## src/hw/tkc_regs.vh

```
// Constants for the tiny 8-bit controller core: instruction fields, opcodes,
// shift codes, condition codes, vectors and reset values.
// Assumes a 16-bit instruction word supplied by an external program memory.
`ifndef TKC_REGS_VH
`define TKC_REGS_VH

// Instruction word fields.
`define TKC_OP_HI      15
`define TKC_OP_LO      12
`define TKC_SEL_REG    11
`define TKC_X_HI       10
`define TKC_X_LO       8
`define TKC_Y_HI       7
`define TKC_Y_LO       5
`define TKC_K_HI       7
`define TKC_K_LO       0
`define TKC_SH_DIR     3
`define TKC_SH_INJ_HI  2
`define TKC_SH_INJ_LO  0
`define TKC_IE_BIT     0

// Opcodes.
`define TKC_OP_LOAD    4'h0
`define TKC_OP_AND     4'h1
`define TKC_OP_OR      4'h2
`define TKC_OP_XOR     4'h3
`define TKC_OP_ADD     4'h4
`define TKC_OP_ADDCY   4'h5
`define TKC_OP_SUB     4'h6
`define TKC_OP_SUBCY   4'h7
`define TKC_OP_SHIFT   4'h8
`define TKC_OP_INPUT   4'h9
`define TKC_OP_OUTPUT  4'ha
`define TKC_OP_JUMP    4'hb
`define TKC_OP_CALL    4'hc
`define TKC_OP_RETURN  4'hd
`define TKC_OP_RETI    4'he
`define TKC_OP_INTCTL  4'hf

// Shift inject codes (bit 3 of the word selects left when set).
`define TKC_INJ_ZERO   3'h0
`define TKC_INJ_ONE    3'h1
`define TKC_INJ_END    3'h2
`define TKC_INJ_CARRY  3'h3
`define TKC_INJ_ROT    3'h4

// Condition codes in the X field of flow instructions.
`define TKC_CC_ALWAYS  3'h0
`define TKC_CC_Z       3'h4
`define TKC_CC_NZ      3'h5
`define TKC_CC_C       3'h6
`define TKC_CC_NC      3'h7

// Vectors, phases and reset values.
`define TKC_INT_VECTOR 8'hff
`define TKC_PC_RESET   8'h00
`define TKC_PH_FETCH   1'b0
`define TKC_PH_EXEC    1'b1

`endif

```

## src/hw/tkc_core.v

```verilog
// Tiny 8-bit controller core: register bank, ALU, flags, return stack,
// port strobes and one maskable interrupt, two clocks per instruction.
// Assumes an asynchronous-read program memory and port logic on clk.
//
// What this block does
// - Eight interchangeable 8-bit general registers, none special.
// - ALU reads register X, writes back to X; second operand register or constant.
// - Add and subtract variants that include the carry flag.
// - ALU sets zero and carry; only these are tested by conditions.
// - 256 in and out ports, 8-bit port address with read or write pulse.
// - Port address from instruction constant or any register.
// - Input loads port data into register and pulses read strobe.
// - Output drives register onto output port and pulses write strobe.
// - One interrupt input, masked after reset, program enables and disables it.
// - Enabled interrupt calls address ff and pushes the return address.
// - Interrupt entry saves zero and carry and disables interrupts.
// - Interrupt return restores saved flags and sets the enable state.
// - Every instruction, branch and interrupt entry takes exactly two clocks.
// - Program space of 256 words; 8-bit addresses carried in instructions.
// - Program counter increments and wraps from ff to 00.
// - Jump loads target, unconditionally or on flag test, flags untouched.
// - Call pushes current counter then loads target, flags untouched.
// - Four-deep cyclic return stack; overflow overwrites oldest, no control.
// - Return pops top and loads it plus one; flags untouched.
// - Shifts and rotates both ways inject 0, 1, end bit, carry or other end.
// - Interrupt return reloads the saved address without increment.
// - Load copies constant or register, flags unchanged.
// - Exclusive-or sets zero from result and clears carry.
// - Enable and disable instructions set and clear the interrupt enable.

`timescale 1ns/1ps
`include "tkc_regs.vh"

module tkc_core #(
  parameter STACK_DEPTH_LOG2 = 2
) (
  // Clock and reset.
  input  wire        clk,
  input  wire        rst_n,
  // Program memory.
  output reg  [7:0]  instr_addr,
  input  wire [15:0] instr,
  // Port bus.
  output reg  [7:0]  port_id,
  output reg  [7:0]  out_port,
  output reg         write_strobe,
  output reg         read_strobe,
  input  wire [7:0]  in_port,
  // Interrupt.
  input  wire        interrupt,
  output reg         interrupt_ack
);

  ////////////////////////////////////////////////////////////////////////////
  // State.

  reg [7:0]  general_regs [0:7];
  reg [7:0]  stack_q  [0:(1<<STACK_DEPTH_LOG2)-1];
  reg [STACK_DEPTH_LOG2-1:0] sp_q;
  reg [7:0]  pc_q;
  reg [15:0] ir_q;
  reg        phase_q;
  reg        zero_q;
  reg        carry_q;
  reg        zero_save_q;
  reg        carry_save_q;
  reg        int_en_q;
  reg        int_take_q;

  ////////////////////////////////////////////////////////////////////////////
  // Decode of the held instruction.

  wire [3:0] op      = ir_q[`TKC_OP_HI:`TKC_OP_LO];
  wire [2:0] rx      = ir_q[`TKC_X_HI:`TKC_X_LO];
  wire [2:0] ry      = ir_q[`TKC_Y_HI:`TKC_Y_LO];
  wire [7:0] kk      = ir_q[`TKC_K_HI:`TKC_K_LO];
  wire [7:0] a_val   = general_regs[rx];
  wire [7:0] b_val   = ir_q[`TKC_SEL_REG] ? general_regs[ry] : kk;
  wire [STACK_DEPTH_LOG2-1:0] sp_inc = sp_q + 1'b1;
  wire [7:0] stack_top = stack_q[sp_q];

  // Condition test on the two flags only.
  function cond_ok;
    input [2:0] cc;
    input       z;
    input       c;
    begin
      case (cc)
        `TKC_CC_Z:  cond_ok = z;
        `TKC_CC_NZ: cond_ok = ~z;
        `TKC_CC_C:  cond_ok = c;
        `TKC_CC_NC: cond_ok = ~c;
        default:    cond_ok = 1'b1;
      endcase
    end
  endfunction

  wire take = cond_ok(rx, zero_q, carry_q);

  ////////////////////////////////////////////////////////////////////////////
  // ALU and shifter.

  reg [7:0] alu_res;
  reg       alu_c;
  reg       alu_wr;
  reg       alu_flags;
  reg [8:0] sum;
  reg       inj;

  always @* begin
    sum       = 9'h000;
    inj       = 1'b0;
    alu_res   = a_val;
    alu_c     = carry_q;
    alu_wr    = 1'b0;
    alu_flags = 1'b0;
    case (op)
      `TKC_OP_LOAD: begin
        alu_res = b_val;
        alu_wr  = 1'b1;
      end
      `TKC_OP_AND: begin
        alu_res   = a_val & b_val;
        alu_c     = 1'b0;
        alu_wr    = 1'b1;
        alu_flags = 1'b1;
      end
      `TKC_OP_OR: begin
        alu_res   = a_val | b_val;
        alu_c     = 1'b0;
        alu_wr    = 1'b1;
        alu_flags = 1'b1;
      end
      `TKC_OP_XOR: begin
        alu_res   = a_val ^ b_val;
        alu_c     = 1'b0;
        alu_wr    = 1'b1;
        alu_flags = 1'b1;
      end
      `TKC_OP_ADD, `TKC_OP_ADDCY: begin
        sum       = {1'b0, a_val} + {1'b0, b_val}
                    + {8'h00, (op == `TKC_OP_ADDCY) & carry_q};
        alu_res   = sum[7:0];
        alu_c     = sum[8];
        alu_wr    = 1'b1;
        alu_flags = 1'b1;
      end
      `TKC_OP_SUB, `TKC_OP_SUBCY: begin
        // Carry holds the borrow out of the subtraction.
        sum       = {1'b0, a_val} - {1'b0, b_val}
                    - {8'h00, (op == `TKC_OP_SUBCY) & carry_q};
        alu_res   = sum[7:0];
        alu_c     = sum[8];
        alu_wr    = 1'b1;
        alu_flags = 1'b1;
      end
      `TKC_OP_SHIFT: begin
        alu_wr    = 1'b1;
        alu_flags = 1'b1;
        if (ir_q[`TKC_SH_DIR]) begin
          case (ir_q[`TKC_SH_INJ_HI:`TKC_SH_INJ_LO])
            `TKC_INJ_ONE:   inj = 1'b1;
            `TKC_INJ_END:   inj = a_val[0];
            `TKC_INJ_CARRY: inj = carry_q;
            `TKC_INJ_ROT:   inj = a_val[7];
            default:        inj = 1'b0;
          endcase
          alu_res = {a_val[6:0], inj};
          alu_c   = a_val[7];
        end else begin
          case (ir_q[`TKC_SH_INJ_HI:`TKC_SH_INJ_LO])
            `TKC_INJ_ONE:   inj = 1'b1;
            `TKC_INJ_END:   inj = a_val[7];
            `TKC_INJ_CARRY: inj = carry_q;
            `TKC_INJ_ROT:   inj = a_val[0];
            default:        inj = 1'b0;
          endcase
          alu_res = {inj, a_val[7:1]};
          alu_c   = a_val[0];
        end
      end
      `TKC_OP_INPUT: begin
        alu_res = in_port;
        alu_wr  = 1'b1;
      end
      default: begin
        alu_res = a_val;
      end
    endcase
  end

  ////////////////////////////////////////////////////////////////////////////
  // Register bank and stack storage; left without reset on purpose.

  always @(posedge clk) begin
    if (phase_q == `TKC_PH_EXEC) begin
      if (int_take_q) begin
        stack_q[sp_inc] <= pc_q;
      end else begin
        if (alu_wr) begin
          general_regs[rx] <= alu_res;
        end
        if (op == `TKC_OP_CALL && take) begin
          stack_q[sp_inc] <= pc_q;
        end
      end
    end
  end

  ////////////////////////////////////////////////////////////////////////////
  // Sequencer: fetch on phase 0, execute on phase 1.

  always @(posedge clk or negedge rst_n) begin
    if (!rst_n) begin
      phase_q       <= `TKC_PH_FETCH;
      pc_q          <= `TKC_PC_RESET;
      instr_addr    <= `TKC_PC_RESET;
      ir_q          <= 16'h0000;
      sp_q          <= {STACK_DEPTH_LOG2{1'b0}};
      zero_q        <= 1'b0;
      carry_q       <= 1'b0;
      zero_save_q   <= 1'b0;
      carry_save_q  <= 1'b0;
      int_en_q      <= 1'b0;
      int_take_q    <= 1'b0;
      port_id       <= 8'h00;
      out_port      <= 8'h00;
      write_strobe  <= 1'b0;
      read_strobe   <= 1'b0;
      interrupt_ack <= 1'b0;
    end else begin
      phase_q       <= ~phase_q;
      write_strobe  <= 1'b0;
      read_strobe   <= 1'b0;
      interrupt_ack <= 1'b0;
      if (phase_q == `TKC_PH_FETCH) begin
        ir_q <= instr;
        // Interrupt is looked at only here, so entry still costs two clocks.
        if (int_en_q && interrupt) begin
          int_take_q    <= 1'b1;
          interrupt_ack <= 1'b1;
        end else begin
          int_take_q <= 1'b0;
          port_id    <= instr[`TKC_SEL_REG] ? general_regs[instr[`TKC_Y_HI:`TKC_Y_LO]]
                                            : instr[`TKC_K_HI:`TKC_K_LO];
          out_port   <= general_regs[instr[`TKC_X_HI:`TKC_X_LO]];
          write_strobe <= (instr[`TKC_OP_HI:`TKC_OP_LO] == `TKC_OP_OUTPUT);
          read_strobe  <= (instr[`TKC_OP_HI:`TKC_OP_LO] == `TKC_OP_INPUT);
        end
      end else begin
        int_take_q <= 1'b0;
        if (int_take_q) begin
          // Unexecuted instruction's address is pushed; the service returns to it.
          sp_q         <= sp_inc;
          pc_q         <= `TKC_INT_VECTOR;
          instr_addr   <= `TKC_INT_VECTOR;
          zero_save_q  <= zero_q;
          carry_save_q <= carry_q;
          int_en_q     <= 1'b0;
        end else begin
          if (alu_flags) begin
            zero_q  <= (alu_res == 8'h00);
            carry_q <= alu_c;
          end
          case (op)
            `TKC_OP_JUMP: begin
              pc_q       <= take ? kk : pc_q + 8'h01;
              instr_addr <= take ? kk : pc_q + 8'h01;
            end
            `TKC_OP_CALL: begin
              if (take) begin
                sp_q <= sp_inc;
              end
              pc_q       <= take ? kk : pc_q + 8'h01;
              instr_addr <= take ? kk : pc_q + 8'h01;
            end
            `TKC_OP_RETURN: begin
              if (take) begin
                sp_q <= sp_q - 1'b1;
              end
              pc_q       <= take ? stack_top + 8'h01 : pc_q + 8'h01;
              instr_addr <= take ? stack_top + 8'h01 : pc_q + 8'h01;
            end
            `TKC_OP_RETI: begin
              sp_q       <= sp_q - 1'b1;
              pc_q       <= stack_top;
              instr_addr <= stack_top;
              zero_q     <= zero_save_q;
              carry_q    <= carry_save_q;
              int_en_q   <= ir_q[`TKC_IE_BIT];
            end
            `TKC_OP_INTCTL: begin
              int_en_q   <= ir_q[`TKC_IE_BIT];
              pc_q       <= pc_q + 8'h01;
              instr_addr <= pc_q + 8'h01;
            end
            default: begin
              pc_q       <= pc_q + 8'h01;
              instr_addr <= pc_q + 8'h01;
            end
          endcase
        end
      end
    end
  end

endmodule

```

## config.mk

```make
export PLATFORM = sky130hd
export DESIGN_NAME = tkc_core
export DESIGN_NICKNAME = d
export VERILOG_FILES = /design/src/hw/tkc_core.v
export VERILOG_INCLUDE_DIRS = /design/src /design/src/hw
export SDC_FILE = /design/constraint.sdc
export NUM_CORES = 1
export LEC_CHECK = 0
export ABC_AREA = 1
export BUFFER_PORTS_ARGS = -buffer_cell sky130_fd_sc_hd__buf_2
export CORE_ASPECT_RATIO = 1.4
export CORE_MARGIN = 2
export CORE_UTILIZATION = 50
export CTS_CLUSTER_SIZE = 10
export DETAILED_ROUTE_END_ITERATION = 16
export GPL_TIMING_DRIVEN = 0
export PLACE_DENSITY = 0.67
export SYNTH_ARGS = -nofsm -noshare
export SYNTH_HDL_FRONTEND = slang
export SYNTH_SLANG_ARGS = --single-unit
export TNS_END_PERCENT = 50
```

## constraint.sdc

```tcl
create_clock -name clk -period 5.2 [get_ports clk]
set_input_delay 1.3 -clock clk [delete_from_list [all_inputs] [get_ports clk]]
set_output_delay 1.3 -clock clk [all_outputs]
set_load 0.01 [all_outputs]
```

; ---- After elaboration in Yosys (flattened, before gate mapping)
; Memory sizes are Yosys's and may differ from the RTL's. A register that Yosys moved wholly into a read port is not among the register bits.
; Cells that the tools add are included.
[totals]
register_bits = 43
mem_bits_rw = 96
inputBits = 27
out_inout_bits = 27
n_memories = 2
[op_classes]
add_sub_neg = 8
n_eq_ne = 26
mux = 43
bitwise_logic = 11
reduce_logical = 22
[mem_list]
columns = memory, depth, width, rd, rd_ports_with_merged_regs, wr, line
row1 = general_regs, 8, 8, 4, 1, 1, tkc_core.v:57  ; reg [7:0] general_regs [0:7];
row2 = stack_q, 4, 8, 1, 0, 1, tkc_core.v:58  ; reg [7:0] stack_q [0:(1<<STACK_DEPTH_LOG2)-1];
[op_table]
columns = op, n
row1 = $pmux 8 s8, 1
row2 = $mux 8, 7
row3 = $eq 4x4->1 const B, 9
row4 = $mux 1, 26
row5 = $pmux 8 s3, 1
row6 = $add 8x1->8 const B, 2
row7 = $eq 4x3->1 const B, 4
row8 = $pmux 1 s4, 4
row9 = $eq 3x3->1 const B, 5
row10 = $reduce_or 10->1, 1
row11 = $add 8x8->9, 1
row12 = $add 9x1->9, 1
row13 = $sub 8x8->9, 1
row14 = $sub 9x1->9, 1
row15 = $and 8x8->8, 1
row16 = $eq 4x2->1 const B, 2
row17 = $logic_not 8->1, 1
row18 = $or 8x8->8, 1
row19 = $reduce_and 4->1, 2
row20 = $reduce_or 2->1, 4
row21 = $reduce_or 8->1, 1
row22 = $xor 8x8->8, 1
row23 = $eq 3x2->1 const B, 2
row24 = $mux 2, 3
row25 = 18 further kinds, 28

; ---- Logic depth before layout (Yosys ltp)
; Gate-level depths: netlist (run 1).
[depth]
word_depth = 8
ltp_mapped = 27
ltp_nobuf = 24

; ---- Worst setup path before layout (run 1)
; Ideal clock, no wire load.
[synth_path]
path_kind = register -> register
startpoint = register ir_q[5]
endpoint = register zero_q
setup_ns = 0.077
arrival_ns = 3.124
required_time_ns = 5.123
setup_slack_ns = 1.999
path_stages_with_launch = 23
path_buffers = 2
period_less_slack_ns = 3.201
cell_sequence = dfrtp_1 -> buf_6 -> buf_2 -> a21oi_1 -> o21ai_0 -> o21ai_0 -> nand2_1 -> nand3_1 -> inv_1 -> fa_1 -> fa_1 -> nand3b_1 -> nand2_1 -> nand2_1 -> nand2_1 -> nand2_1 -> nand2_1 -> nand2_1 -> nand3b_1 -> nand4_2 -> nor2_1 -> nand3_1 -> a21oi_1
[synth_between]
elab_chain_cells = 8
word_cells_on_any_way = 13
cone_classes = add/sub: 4 / mux: 4 / bitwise: 3 / reduce/logical: 1 / memory: 1
[synth_lines]
columns = item, line
row1 = start: declaration, tkc_core.v:61  ; reg [15:0] ir_q;
row2 = start signal: assignment, tkc_core.v:237  ; ir_q <= instr;
row3 = $mem_v2 8x8, --
row4 = $mux 8 (*), tkc_core.v:78  ; wire [7:0] b_val = ir_q[`TKC_SEL_REG] ? general_regs[ry] : kk;
row5 = $sub 8x8->9 or $add 8x8->9 (tied branches), "tkc_core.v:150, tkc_core.v:141"
row6 = $sub 9x1->9 or $add 9x1->9 (tied branches), "tkc_core.v:150, tkc_core.v:141"
row7 = $pmux 8 s8 (*), tkc_core.v:117  ; case (op)
row8 = named net alu_res[6], tkc_core.v:103  ; reg [7:0] alu_res;
row9 = $logic_not 8->1 (*), tkc_core.v:262  ; zero_q <= (alu_res == 8'h00);
row10 = $mux 1 (*), tkc_core.v:261  ; if (alu_flags) begin
row11 = $mux 1 (*), tkc_core.v:265  ; case (op)
row12 = end signal: assignment, tkc_core.v:262
row13 = end signal: assignment, tkc_core.v:288  ; zero_q <= zero_save_q;
row14 = end: declaration, tkc_core.v:63  ; reg zero_q;
; Mark *: on every way through the listed nets, which the timed path passes. The rest lies on a longest branch. The select of a mux whose other input is x is not followed.
; A chain may end at the register's enable or synchronous reset.

; ---- Worst setup path after layout (run 1)
[layout_path]
startpoint = register ir_q[11]
endpoint = memory general_regs[7][4] (data pin)
[layout_between]
elab_chain_cells = 4
word_cells_on_any_way = 9
cone_classes = add/sub: 4 / mux: 2 / bitwise: 3
[layout_lines]
columns = item, line
row1 = $mux 8 (*), tkc_core.v:78
row2 = $sub 8x8->9 or $add 8x8->9 (tied branches), "tkc_core.v:150, tkc_core.v:141"
row3 = $sub 9x1->9 or $add 9x1->9 (tied branches), "tkc_core.v:150, tkc_core.v:141"
row4 = $pmux 8 s8 (*), tkc_core.v:117
row5 = named net alu_res[4], tkc_core.v:103
row6 = end: declaration, tkc_core.v:57
; Mark *: on every way through the listed nets, which the timed path passes. The rest lies on a longest branch.

==> flow_summary_export.csv, run 1 <==
group,metric,value,unit
synthesis,synth_sequential_area_ratio,0.410,
timing,layout_worst_path_cycle_share,0.890,
layout,nNetsFinal,1512,
clock_tree,cts_hold_repair.buffers,0,
floorplanning,die_x,124,um
pwr,seq_power_share,0.382,
drt,vias_per_cell,5.79,
setup_path,r2r_start,"ir_q[11]$_DFFE_PN0N_",
pwr,finalPower,3.95,mW
synthesis,synth_top_area_cell,"sky130_fd_sc_hd__edfxtp_1",
synthesis,post_synth_inst_count,1374,
setup_path,required_time_of_the_worst_setup_path,5.24,ns
floorplanning,die_area,0.0215,mm^2
setup_path,critical_path.endpoint_type,"register",
setup_path,path_class,"reg2reg",
layout,num_antenna_cells,0,
global_routing,first_pass_grt_wire_length,55000,um
clock_tree,number_of_buffers_created_by_cts,17,
setup_path,critical-path-top-cell-by-count,"sky130_fd_sc_hd__nand3_1",
pwr,power_density,347,mW/mm^2
synthesis,post_synth.cell_area_avg,7.38,um^2
timing,final-setup-viol-count,0,
placement,dp.final_hpwl,28200,um
timing,maxSlewHeadroom,0.0443,
layout,finalCoreUtilization,0.573,
drt,wl,36100,um
setup_path,worst_path_max_delay_cell,"sky130_fd_sc_hd__a21boi_0",
setup_path,critical_path_buf_inv_count,3,
timing,layout_setup_ws,0.571,ns
clock_tree,numClockSinks,147,
setup_path,timing.critical_path.arrival,4.67,ns
pwr,p_sw_frac,0.384,
floorplanning,chipHeight,172,um
timing,slew_violations,0,
clock_tree,cts_repair_resizes,0,
timing,post-route-min-period,4.63,ns
setup_path,worstSetupStartpoint,"ir_q[11]$_DFFE_PN0N_",
timing,grt_setup_unrepaired,"no",
drt,drc,0,
timing,tightestPinTransition,1.42,ns
layout,layout-area-overhead-vs-synth,12.1,%
pwr,ir_worst_vdd,0.203,mV
synthesis,synth.net_count,1439,
drt,avgRoutedWirePerCell,21.1,um
pwr,clock_power_share,0.323,
timing,timing.clock.skew,0.0171,ns
pwr,static-leakage-power,5.22,nW
global_routing,first_global_vias,9439,
placement,place_worst_setup_slack,0.660,ns
timing,finalHoldViolCount,0,
timing,fin_hold_ws,0.488,ns
pwr,switching_power,1.52,mW
synthesis,synthFlopType,"sky130_fd_sc_hd__edfxtp_1",
layout,filler_cell_count,1909,
floorplanning,num_rows,61,
floorplanning,coreArea,0.0198,mm^2
setup_path,cp_top_family,"simple AND/OR/NAND/NOR gates",
setup_path,cp-start-kind,"register",
setup_path,path_max_fanout,8,
synthesis,synthMostInstantiatedCell,"sky130_fd_sc_hd__nand2_1",
setup_path,critical_path.cell_chain,"buf_2 -> inv_1 -> nor2_1 -> nand2_1 -> nand3_1 -> inv_1 -> fa_1 -> fa_1 -> nand3b_1 -> nand3_1 -> nand3_1 -> nand3_1 -> nor2_2 -> a21boi_0",
placement,buffer_ports.inserted,52,
synthesis,number_of_synthesized_flops_with_an_enable_pin,96,
drt,drt_iter0_drcs,1023,
clock_tree,htreeDepth,4,
drt,postRouteAntennaNets,0,
drt,drtPass1Iterations,5,
synthesis,ys_warn_count,0,
outcome,outcome,"complete, no violations",
drt,vias,9910,
clock_tree,max-clock-path-buffers,2,
synthesis,synthesis.area,0.0101,mm^2
synthesis,post-synth-top-area-fraction,0.284,
floorplanning,design.portCount,54,
layout,ratio_of_cells_with_drive_above_1_in_the_final_layout,0.109,
timing,clock.fmax,216,MHz
timing,finalSetupTns,0,ns
global_routing,maximum_number_of_pins_on_one_net_before_global_route_repair,52,
global_routing,gr-usage-all-layers,0.340,
pwr,internal_power,2.43,mW
placement,gpl.final_weighted_congestion,0.998,
global_routing,initial_antenna_violation_count,0,
run,timing.max_cap.violations,0,
clock_tree,clk_root_buffer_cell,"sky130_fd_sc_hd__clkbuf_16",
clock_tree,cts_post_setup_buffers_inserted,0,
synthesis,async_set_reset_flop_share_out_of_synthesis,0.347,
pwr,pwr-share-comb,0.295,
synthesis,synth.lib_cells_used.distinct,50,
min_path,startpoint_of_the_tightest_hold_check_path,"out_port[3]$_DFFE_PN0P_",
setup_path,crit_path_max_incr_delay,1.07,ns
clock_tree,insertion_delay,0.45,ns
min_path,min-delay-path-class,"reg2reg",
synthesis,synth.top_cells.by_area,"sky130_fd_sc_hd__edfxtp_1, sky130_fd_sc_hd__nand2_1, sky130_fd_sc_hd__dfrtp_1",
synthesis,yosys_register_bits,147,
clock_tree,clock_tree_from_tritoncts,"built",
global_routing,globalRouteOverflowTotal,0,
clock_tree,clk_pin_slew_worst_paths,0.07,ns
synthesis,synth_top_cells_by_count,"sky130_fd_sc_hd__nand2_1, sky130_fd_sc_hd__inv_1, sky130_fd_sc_hd__o21ai_0",
floorplanning,start_util,0.511,
[power groups by stage]
stage,registers [mW],logic [mW],clock network (mW)
final,1.51,1.16,1.28
after global placement,1.53,1.13,0
after global routing,1.52,1.30,1.33
after floorplan,1.52,0.765,0
after detailed placement,1.53,1.15,0
after CTS,1.50,1.16,1.27
[stage by stage]
step	cells	cell area, um^2
floorplan	1374	10100
finish	1712	11400
detailed placement	1680	10800
CTS	1712	11400
global placement	1678	10700
global route	1712	11400
[per-layer routing]
layer,vias up,share of wire,track usage
met5,-,0,0
met4,0,0.064,0.211
met3,106,0.055,0.0504
met2,434,0.49,0.593
met1,4663,0.39,0.395
li1,4707,-,-
[logic make-up (layout without fill, tap and decap cells)]
logic type,Yosys count,in the layout,synth area share
AND/OR/NAND/NOR,661,661,0.276
flip-flops,147,147,0.410
adder cells (fa/ha/maj),38,38,0.0499
AO/OA/AOI/OAI,288,288,0.157
XOR/XNOR,10,10,0.00864
buffers and inverters,230,316,0.0980
[layout make-up]
type,instances,area (um^2),area share
Clock inverter,15,184,0.0162
Multi-Input combinational cell,997,5010,0.440
Timing Repair Buffer,54,285,0.0251
Inverter,170,647,0.0569
Buffer,60,347,0.0305
Clock buffer,17,425,0.0374
Tap cell,252,315,0.0277
Sequential cell,147,4160,0.366
[path summary, 6_finish.rpt]
path                                                end  slack, ns  depth (start not counted)
setup / recovery           general_regs[7][4]$_DFFE_PP_       0.57                         14
hold / removal                  out_port[3]$_DFFE_PN0P_       0.49                          2
setup reg to reg           general_regs[7][4]$_DFFE_PP_       0.57                         14
hold reg to reg                 out_port[3]$_DFFE_PN0P_       0.49                          2
max in group asynchronous          ir_q[13]$_DFFE_PN0N_       3.82                          1
min in group asynchronous           pc_q[1]$_DFFE_PN0P_       0.90                          1
[sequential cells by signal, indices dropped and copies added, names as in the netlist, 2 cells and up]
name	cells
general_regs	64
stack_q	32
ir_q	16
out_port	8
pc_q	8
port_id	8
sp_q	2
[worst reg2reg max path: stages, from the launching register on]
cell                       delay, ns
sky130_fd_sc_hd__dfrtp_1        0.32
sky130_fd_sc_hd__buf_2          0.21
sky130_fd_sc_hd__inv_1          0.18
sky130_fd_sc_hd__nor2_1         0.45
sky130_fd_sc_hd__nand2_1        0.11
sky130_fd_sc_hd__nand3_1        0.23
sky130_fd_sc_hd__inv_1          0.12
sky130_fd_sc_hd__fa_1           0.46
sky130_fd_sc_hd__fa_1           0.49
sky130_fd_sc_hd__nand3b_1       0.20
sky130_fd_sc_hd__nand3_1        0.10
sky130_fd_sc_hd__nand3_1        0.07
sky130_fd_sc_hd__nand3_1        0.16
sky130_fd_sc_hd__nor2_2         0.06
sky130_fd_sc_hd__a21boi_0       1.07
[placed cells by master (no fill, tap or decap), types with 4 or more instances in the layout]
master                        n
sky130_fd_sc_hd__nor2_1     114
sky130_fd_sc_hd__clkinv_8     5
sky130_fd_sc_hd__inv_8        4
sky130_fd_sc_hd__nand2_2      8
sky130_fd_sc_hd__nor3_2       4
sky130_fd_sc_hd__o22ai_1      4
sky130_fd_sc_hd__inv_1      157
sky130_fd_sc_hd__xor2_1       7
sky130_fd_sc_hd__edfxtp_1    96
sky130_fd_sc_hd__nand3_2      5
sky130_fd_sc_hd__clkbuf_1    27
sky130_fd_sc_hd__o2111ai_1    4
sky130_fd_sc_hd__clkinv_1     4
sky130_fd_sc_hd__inv_2        5
sky130_fd_sc_hd__nand4_1      6
sky130_fd_sc_hd__o21ai_1      6
sky130_fd_sc_hd__buf_2       64
sky130_fd_sc_hd__buf_4       13
sky130_fd_sc_hd__a21oi_1     98
sky130_fd_sc_hd__ha_1        34
sky130_fd_sc_hd__nor3_1       5
sky130_fd_sc_hd__fa_1         4
sky130_fd_sc_hd__nand3_1    127
sky130_fd_sc_hd__nand3b_1     7
sky130_fd_sc_hd__clkbuf_16   17
sky130_fd_sc_hd__dfrtp_1     51
sky130_fd_sc_hd__nor2_2       7
sky130_fd_sc_hd__buf_6       10
sky130_fd_sc_hd__nand2_1    372
sky130_fd_sc_hd__a21boi_0     4
sky130_fd_sc_hd__o21ai_0    131
sky130_fd_sc_hd__o211ai_1    18
Note: power is estimated with default switching activity, not from simulation.
==> run 2, diff against run 1 <==
--- a/config.mk
+++ b/config.mk
@@ -8,13 +8,14 @@
 export LEC_CHECK = 0
 export ABC_AREA = 1
 export BUFFER_PORTS_ARGS = -buffer_cell sky130_fd_sc_hd__buf_2
+export CELL_PAD_IN_SITES_DETAIL_PLACEMENT = 1
+export CELL_PAD_IN_SITES_GLOBAL_PLACEMENT = 2
 export CORE_ASPECT_RATIO = 1.4
-export CORE_MARGIN = 2
-export CORE_UTILIZATION = 50
+export CORE_UTILIZATION = 39
 export CTS_CLUSTER_SIZE = 10
 export DETAILED_ROUTE_END_ITERATION = 16
 export GPL_TIMING_DRIVEN = 0
-export PLACE_DENSITY = 0.67
+export PLACE_DENSITY_LB_ADDON = 0.1
 export SYNTH_ARGS = -nofsm -noshare
 export SYNTH_HDL_FRONTEND = slang
 export SYNTH_SLANG_ARGS = --single-unit
==> flow_summary_export.csv, run 2 (same netlist as run 1, synthesis figures left out) <==
group,metric,value,unit
clock_tree,cts_repair_resizes,0,
layout,registers.top_by_ff_count,"general_regs",
drt,vias,9974,
min_path,min-delay-path-class,"reg2reg",
placement,gpl.final_weighted_congestion,0.984,
placement,placed_cells,1746,
clock_tree,numClockSinks,147,
clock_tree,max-clock-path-buffers,2,
timing,layout_setup_ws,0.657,ns
setup_path,cp-start-kind,"register",
layout,largestRegisters,"general_regs (64), stack_q (32), ir_q (16)",
global_routing,globalRouteOverflowTotal,0,
clock_tree,cts_hold_repair.buffers,0,
placement,dp.final_hpwl,32200,um
setup_path,required_time_of_the_worst_setup_path,5.27,ns
floorplanning,coreArea,0.0255,mm^2
layout,layout-area-overhead-vs-synth,12.6,%
layout,most_frequent_cells_in_the_layout,"sky130_fd_sc_hd__nand2_1, sky130_fd_sc_hd__inv_1, sky130_fd_sc_hd__o21ai_0",
drt,drtPass1Iterations,11,
timing,finalHoldViolCount,0,
floorplanning,die_x,138,um
setup_path,critical_path_buf_inv_count,2,
setup_path,worstRegToRegCells,14,
setup_path,crit_path_max_incr_delay,0.95,ns
floorplanning,chipHeight,193,um
global_routing,initial_antenna_violation_count,0,
setup_path,crit_path_end,"general_regs[1][4]$_DFFE_PP_",
pwr,ir_worst_vdd,0.244,mV
layout,filler_cell_count,3238,
setup_path,path_max_fanout,10,
drt,drt_iter0_drcs,571,
outcome,violations,"DRC",
layout,ratio_of_cells_with_drive_above_1_in_the_final_layout,0.108,
layout,largest_reg_flops,64,
global_routing,first_global_vias,10337,
timing,finalSetupTns,0,ns
setup_path,timing.critical_path.arrival,4.61,ns
setup_path,critical-path-top-cell-by-count,"sky130_fd_sc_hd__nand3_1",
pwr,power_density,344,mW/mm^2
clock_tree,clk_pin_slew_worst_paths,0.08,ns
setup_path,regToRegEndpoint,"general_regs[1][4]$_DFFE_PP_",
drt,wl,40800,um
clock_tree,htreeDepth,4,
drt,vias_per_cell,5.61,
clock_tree,cts_post_setup_buffers_inserted,0,
floorplanning,num_rows,69,
timing,slew_violations,0,
setup_path,path_class,"reg2reg",
clock_tree,insertion_delay,0.45,ns
timing,post-route-min-period,4.54,ns
run,timing.max_cap.violations,0,
layout,num_antenna_cells,0,
timing,clock.fmax,220,MHz
timing,grt_setup_unrepaired,"no",
clock_tree,clk_root_buffer_cell,"sky130_fd_sc_hd__clkbuf_16",
setup_path,cp_top_family,"simple AND/OR/NAND/NOR gates",
clock_tree,clock_tree_from_tritoncts,"built",
timing,layout_worst_path_cycle_share,0.874,
setup_path,worst_path_max_delay_cell,"sky130_fd_sc_hd__a21boi_0",
setup_path,r2r_start,"ir_q[8]$_DFFE_PN0N_",
drt,postRouteAntennaNets,0,
drt,drc,7,
global_routing,first_pass_grt_wire_length,61900,um
placement,place_worst_setup_slack,0.665,ns
layout,nNetsFinal,1512,
setup_path,cp.depth,14,
layout,final_cells,1779,
timing,maxSlewHeadroom,0.156,
layout,multi_input_area,0.00501,mm^2
pwr,static-leakage-power,5.21,nW
outcome,outcome,"complete, but fails checks",
clock_tree,number_of_buffers_created_by_cts,17,
floorplanning,start_util,0.398,
setup_path,r2r_slack,0.66,ns
timing,final-setup-viol-count,0,
setup_path,critical_path.endpoint_type,"register",
floorplanning,design.portCount,54,
global_routing,maximum_number_of_pins_on_one_net_before_global_route_repair,52,
floorplanning,die_area,0.0267,mm^2
timing,timing.clock.skew,0.0159,ns
timing,tightestPinTransition,1.25,ns
global_routing,gr-usage-all-layers,0.317,
drt,avgRoutedWirePerCell,22.9,um
setup_path,critical_path.cell_chain,"buf_6 -> buf_6 -> nor2_1 -> a21oi_1 -> nand3_1 -> nand2_1 -> fa_1 -> fa_1 -> nand3b_1 -> nand3_1 -> nand3_1 -> nand3_1 -> nor2_2 -> a21boi_0",
setup_path,worstSetupStartpoint,"ir_q[8]$_DFFE_PN0N_",
layout,layout.cells.most_common,"sky130_fd_sc_hd__nand2_1",
placement,buffer_ports.inserted,52,
layout,combined_flip_flop_and_latch_cell_area,0.00416,mm^2
## run 2: cell types whose count changed in the layout (fill, tap and decap cells not counted), sizes merged
| cell | delta |
|---|---|
| inv | +3 |
| clkinv | -2 |
| clkinvlp | -2 |
| clkbuf | +1 |
## run 2: where the power goes
group / leakage (nW) / total (mW) / internal, mW / switching (mW)
clock network: 0.282 / 1.22 / 0.636 / 0.581
registers: 1.47 / 1.52 / 1.39 / 0.121
logic: 3.46 / 1.20 / 0.385 / 0.814
total: 5.21 / 3.93 / 2.42 / 1.52
## run 2: final cells by class
class	count	area share
Multi-Input combinational cell	997	0.439
Sequential cell	147	0.364
Inverter	170	0.0567
Clock buffer	18	0.0376
Tap cell	319	0.0350
Buffer	60	0.0304
Timing Repair Buffer	54	0.0255
Clock inverter	14	0.0118
## run 2: layer usage
metal  GRT usage  wire length, um
met1       0.365            16500
met2       0.574            20400
met3      0.0375             1860
met4       0.179             2030
met5           0                0
## run 2: worst reg2reg max path: cells and delay by family (launching register included)
| kind | cells | cell delay (ns) |
|---|---|---|
| adder cells (fa/ha/maj) | 2 | 0.99 |
| AND/OR/NAND/NOR | 8 | 1.41 |
| buffers and inverters | 2 | 0.29 |
| AO/OA/AOI/OAI | 2 | 1.07 |
| flip-flops | 1 | 0.40 |
## run 2: worst min-delay path by stage
stage                                 start                 endpoint  slack [ns]  depth (start not counted)
floorplan           zero_save_q$_DFFE_PN0P_  zero_save_q$_DFFE_PN0P_        0.45                          2
global placement    out_port[2]$_DFFE_PN0P_  out_port[2]$_DFFE_PN0P_        0.46                          2
detailed placement  out_port[6]$_DFFE_PN0P_  out_port[6]$_DFFE_PN0P_        0.47                          2
CTS                 out_port[6]$_DFFE_PN0P_  out_port[6]$_DFFE_PN0P_        0.49                          2
global route        out_port[6]$_DFFE_PN0P_  out_port[6]$_DFFE_PN0P_        0.52                          2
finish              out_port[1]$_DFFE_PN0P_  out_port[1]$_DFFE_PN0P_        0.48                          2
## run 2: metrics by stage
stage | utilization | instance area [um^2] | hold slack, ns | total power [mW]
6_report | 0.448 | 11400 | 0.482 | 3.93
5_1_grt | 0.448 | 11400 | 0.518 | 4.15
4_1_cts | 0.447 | 11400 | 0.485 | 3.96
3_5_place_dp | 0.425 | 10800 | 0.466 | 2.73
3_3_place_gp | 0.424 | 10800 | 0.464 | 2.70
2_1_floorplan | - | 10100 | 0.453 | 2.28
==> run 3, diff against run 2 <==
--- a/config.mk
+++ b/config.mk
@@ -10,11 +10,9 @@
 export BUFFER_PORTS_ARGS = -buffer_cell sky130_fd_sc_hd__buf_2
 export CELL_PAD_IN_SITES_DETAIL_PLACEMENT = 1
 export CELL_PAD_IN_SITES_GLOBAL_PLACEMENT = 2
-export CORE_ASPECT_RATIO = 1.4
 export CORE_UTILIZATION = 39
 export CTS_CLUSTER_SIZE = 10
 export DETAILED_ROUTE_END_ITERATION = 16
-export GPL_TIMING_DRIVEN = 0
 export PLACE_DENSITY_LB_ADDON = 0.1
 export SYNTH_ARGS = -nofsm -noshare
 export SYNTH_HDL_FRONTEND = slang
==> flow_summary_export.csv, run 3 (same netlist as run 1, synthesis figures left out) <==
group,metric,value,unit
clock_tree,clk_root_buffer_cell,"sky130_fd_sc_hd__clkbuf_16",
clock_tree,number_of_buffers_created_by_cts,17,
pwr,switching_power,1.48,mW
clock_tree,max-clock-path-buffers,2,
layout,largestRegisters,"general_regs (64), stack_q (32), ir_q (16)",
run,timing.max_cap.violations,0,
pwr,seq_power_share,0.392,
timing,final-setup-viol-count,0,
placement,gpl.final_weighted_congestion,0.892,
setup_path,cp-start-kind,"register",
setup_path,critical-path-top-cell-by-count,"sky130_fd_sc_hd__nand3_1",
clock_tree,clk_pin_slew_worst_paths,0.08,ns
drt,drt_iter0_drcs,826,
setup_path,worst_path_max_delay_cell,"sky130_fd_sc_hd__a21boi_0",
drt,drc,0,
timing,layout_worst_path_cycle_share,0.824,
drt,postRouteAntennaNets,0,
pwr,static-leakage-power,5.09,nW
setup_path,path_class,"reg2reg",
global_routing,maximum_number_of_pins_on_one_net_before_global_route_repair,52,
pwr,ir_worst_vdd,0.208,mV
layout,final_area,0.0112,mm^2
clock_tree,cts_repair_resizes,0,
clock_tree,insertion_delay,0.44,ns
layout,ratio_of_cells_with_drive_above_1_in_the_final_layout,0.0976,
layout,nNetsFinal,1466,
floorplanning,num_rows,58,
clock_tree,htreeDepth,4,
layout,registers.top_by_ff_count,"general_regs",
timing,post-route-min-period,4.28,ns
clock_tree,cts_post_setup_buffers_inserted,0,
timing,finalSetupTns,0,ns
drt,vias,9716,
drt,drtPass1Iterations,5,
pwr,internal_power,2.48,mW
setup_path,timing.critical_path.arrival,4.39,ns
placement,placed_cells,1712,
timing,timing.clock.skew,0.0148,ns
setup_path,critical_path_buf_inv_count,2,
global_routing,gr-usage-all-layers,0.300,
timing,tightestPinTransition,1.17,ns
layout,finalCoreUtilization,0.442,
setup_path,critical_path.endpoint_type,"register",
min_path,min-delay-path-class,"reg2reg",
pwr,pwr-share-comb,0.276,
setup_path,path_max_fanout,25,
outcome,outcome,"complete, no violations",
clock_tree,clock_tree_from_tritoncts,"built",
pwr,clock_power_share,0.332,
floorplanning,coreArea,0.0253,mm^2
layout,layout.cells.most_common,"sky130_fd_sc_hd__nand2_1",
floorplanning,start_util,0.400,
drt,avgRoutedWirePerCell,22.2,um
floorplanning,chipHeight,163,um
pwr,power_density,353,mW/mm^2
timing,clock.fmax,234,MHz
placement,buffer_ports.inserted,53,
setup_path,crit_path_max_incr_delay,0.73,ns
global_routing,globalRouteOverflowTotal,0,
timing,finalHoldViolCount,0,
global_routing,initial_antenna_violation_count,0,
layout,largest_reg_flops,64,
timing,maxSlewHeadroom,0.214,
layout,layout-area-overhead-vs-synth,10.5,%
clock_tree,numClockSinks,147,
drt,wl,38700,um
clock_tree,cts_hold_repair.buffers,0,
layout,num_antenna_cells,0,
floorplanning,design.portCount,54,
timing,grt_setup_unrepaired,"no",
layout,most_frequent_cells_in_the_layout,"sky130_fd_sc_hd__nand2_1, sky130_fd_sc_hd__inv_1, sky130_fd_sc_hd__o21ai_0",
setup_path,critical_path.cell_chain,"inv_4 -> nor2_1 -> o21ai_0 -> nand2_1 -> nand3_1 -> inv_1 -> fa_1 -> fa_1 -> nand3b_1 -> nand3_1 -> nand3_1 -> nand3_1 -> nor2_2 -> a21boi_0",
timing,slew_violations,0,
pwr,p_sw_frac,0.375,
setup_path,required_time_of_the_worst_setup_path,5.31,ns
placement,placement_stage_cell_area,0.0106,mm^2
timing,fin_hold_ws,0.475,ns
floorplanning,die_area,0.0266,mm^2
floorplanning,die_x,163,um
global_routing,first_pass_grt_wire_length,58600,um
setup_path,cp_top_family,"simple AND/OR/NAND/NOR gates",
drt,vias_per_cell,5.57,
layout,final_cells,1744,
global_routing,first_global_vias,9576,
layout,filler_cell_count,3204,
placement,dp.final_hpwl,28900,um
==> run 3: cell types whose count changed in the layout (fill, tap and decap cells not counted), sizes merged <==
cell,delta
clkinvlp,+4
bufinv,+2
clkinv,-5
clkbuf,-28
buf,-19
==> run 3: cell type report <==
| class | instances | area (um^2) | area share |
|---|---|---|---|
| inverters | 170 | 647 | 0.0578 |
| flip-flops and latches | 147 | 4160 | 0.371 |
| clock inverters | 15 | 181 | 0.0162 |
| repair buffers | 68 | 378 | 0.0337 |
| multi-input cells | 997 | 5000 | 0.446 |
| clock buffers | 17 | 425 | 0.0380 |
| well taps | 330 | 413 | 0.0369 |
==> run 3: worst register-to-register path, delay by kind of cell (launching register included) <==
kind / cells / cell delay (ns)
simple gates: 8 / 0.97
flops: 1 / 0.69
buf+inv: 2 / 0.50
fa+ha+maj: 2 / 0.92
compound gates: 2 / 0.89
==> run 3: metal layers <==
layer  GRT usage  vias up  part of all wire
met1       0.427     4713              0.47
met5           0        -                 0
met3      0.0645       60             0.080
met2       0.453      335              0.43
li1            -     4608                 -
met4      0.0845        0             0.023
==> run 3: path summary, 6_finish.rpt <==
check,startpoint,end,slack [ns],depth (start not counted)
max,ir_q[5]$_DFFE_PN0N_,general_regs[0][4]$_DFFE_PP_,0.92,14
min,out_port[5]$_DFFE_PN0P_,out_port[5]$_DFFE_PN0P_,0.48,2
max reg2reg,ir_q[5]$_DFFE_PN0N_,general_regs[0][4]$_DFFE_PP_,0.92,14
min reg2reg,out_port[5]$_DFFE_PN0P_,out_port[5]$_DFFE_PN0P_,0.48,2
max in group asynchronous,rst_n,pc_q[0]$_DFFE_PN0P_,3.68,2
min in group asynchronous,rst_n,out_port[4]$_DFFE_PN0P_,0.99,2
==> run 3: stage by stage <==
stage	total power [mW]	setup WS [ns]
final	3.96	0.918
after global placement	2.63	1.07
after global routing	4.17	0.614
after floorplan	2.28	2.00
after CTS	3.98	0.897
after detailed placement	2.66	0.909
==> run 3: power by group through the flow <==
| stage | Clock (mW) | Sequential [mW] | Combinational [mW] |
|---|---|---|---|
| 2_1_floorplan | 0 | 1.52 | 0.765 |
| 3_3_place_gp | 0 | 1.57 | 1.06 |
| 3_5_place_dp | 0 | 1.58 | 1.09 |
| 4_1_cts | 1.33 | 1.55 | 1.10 |
| 5_1_grt | 1.36 | 1.57 | 1.23 |
| 6_report | 1.32 | 1.55 | 1.09 |
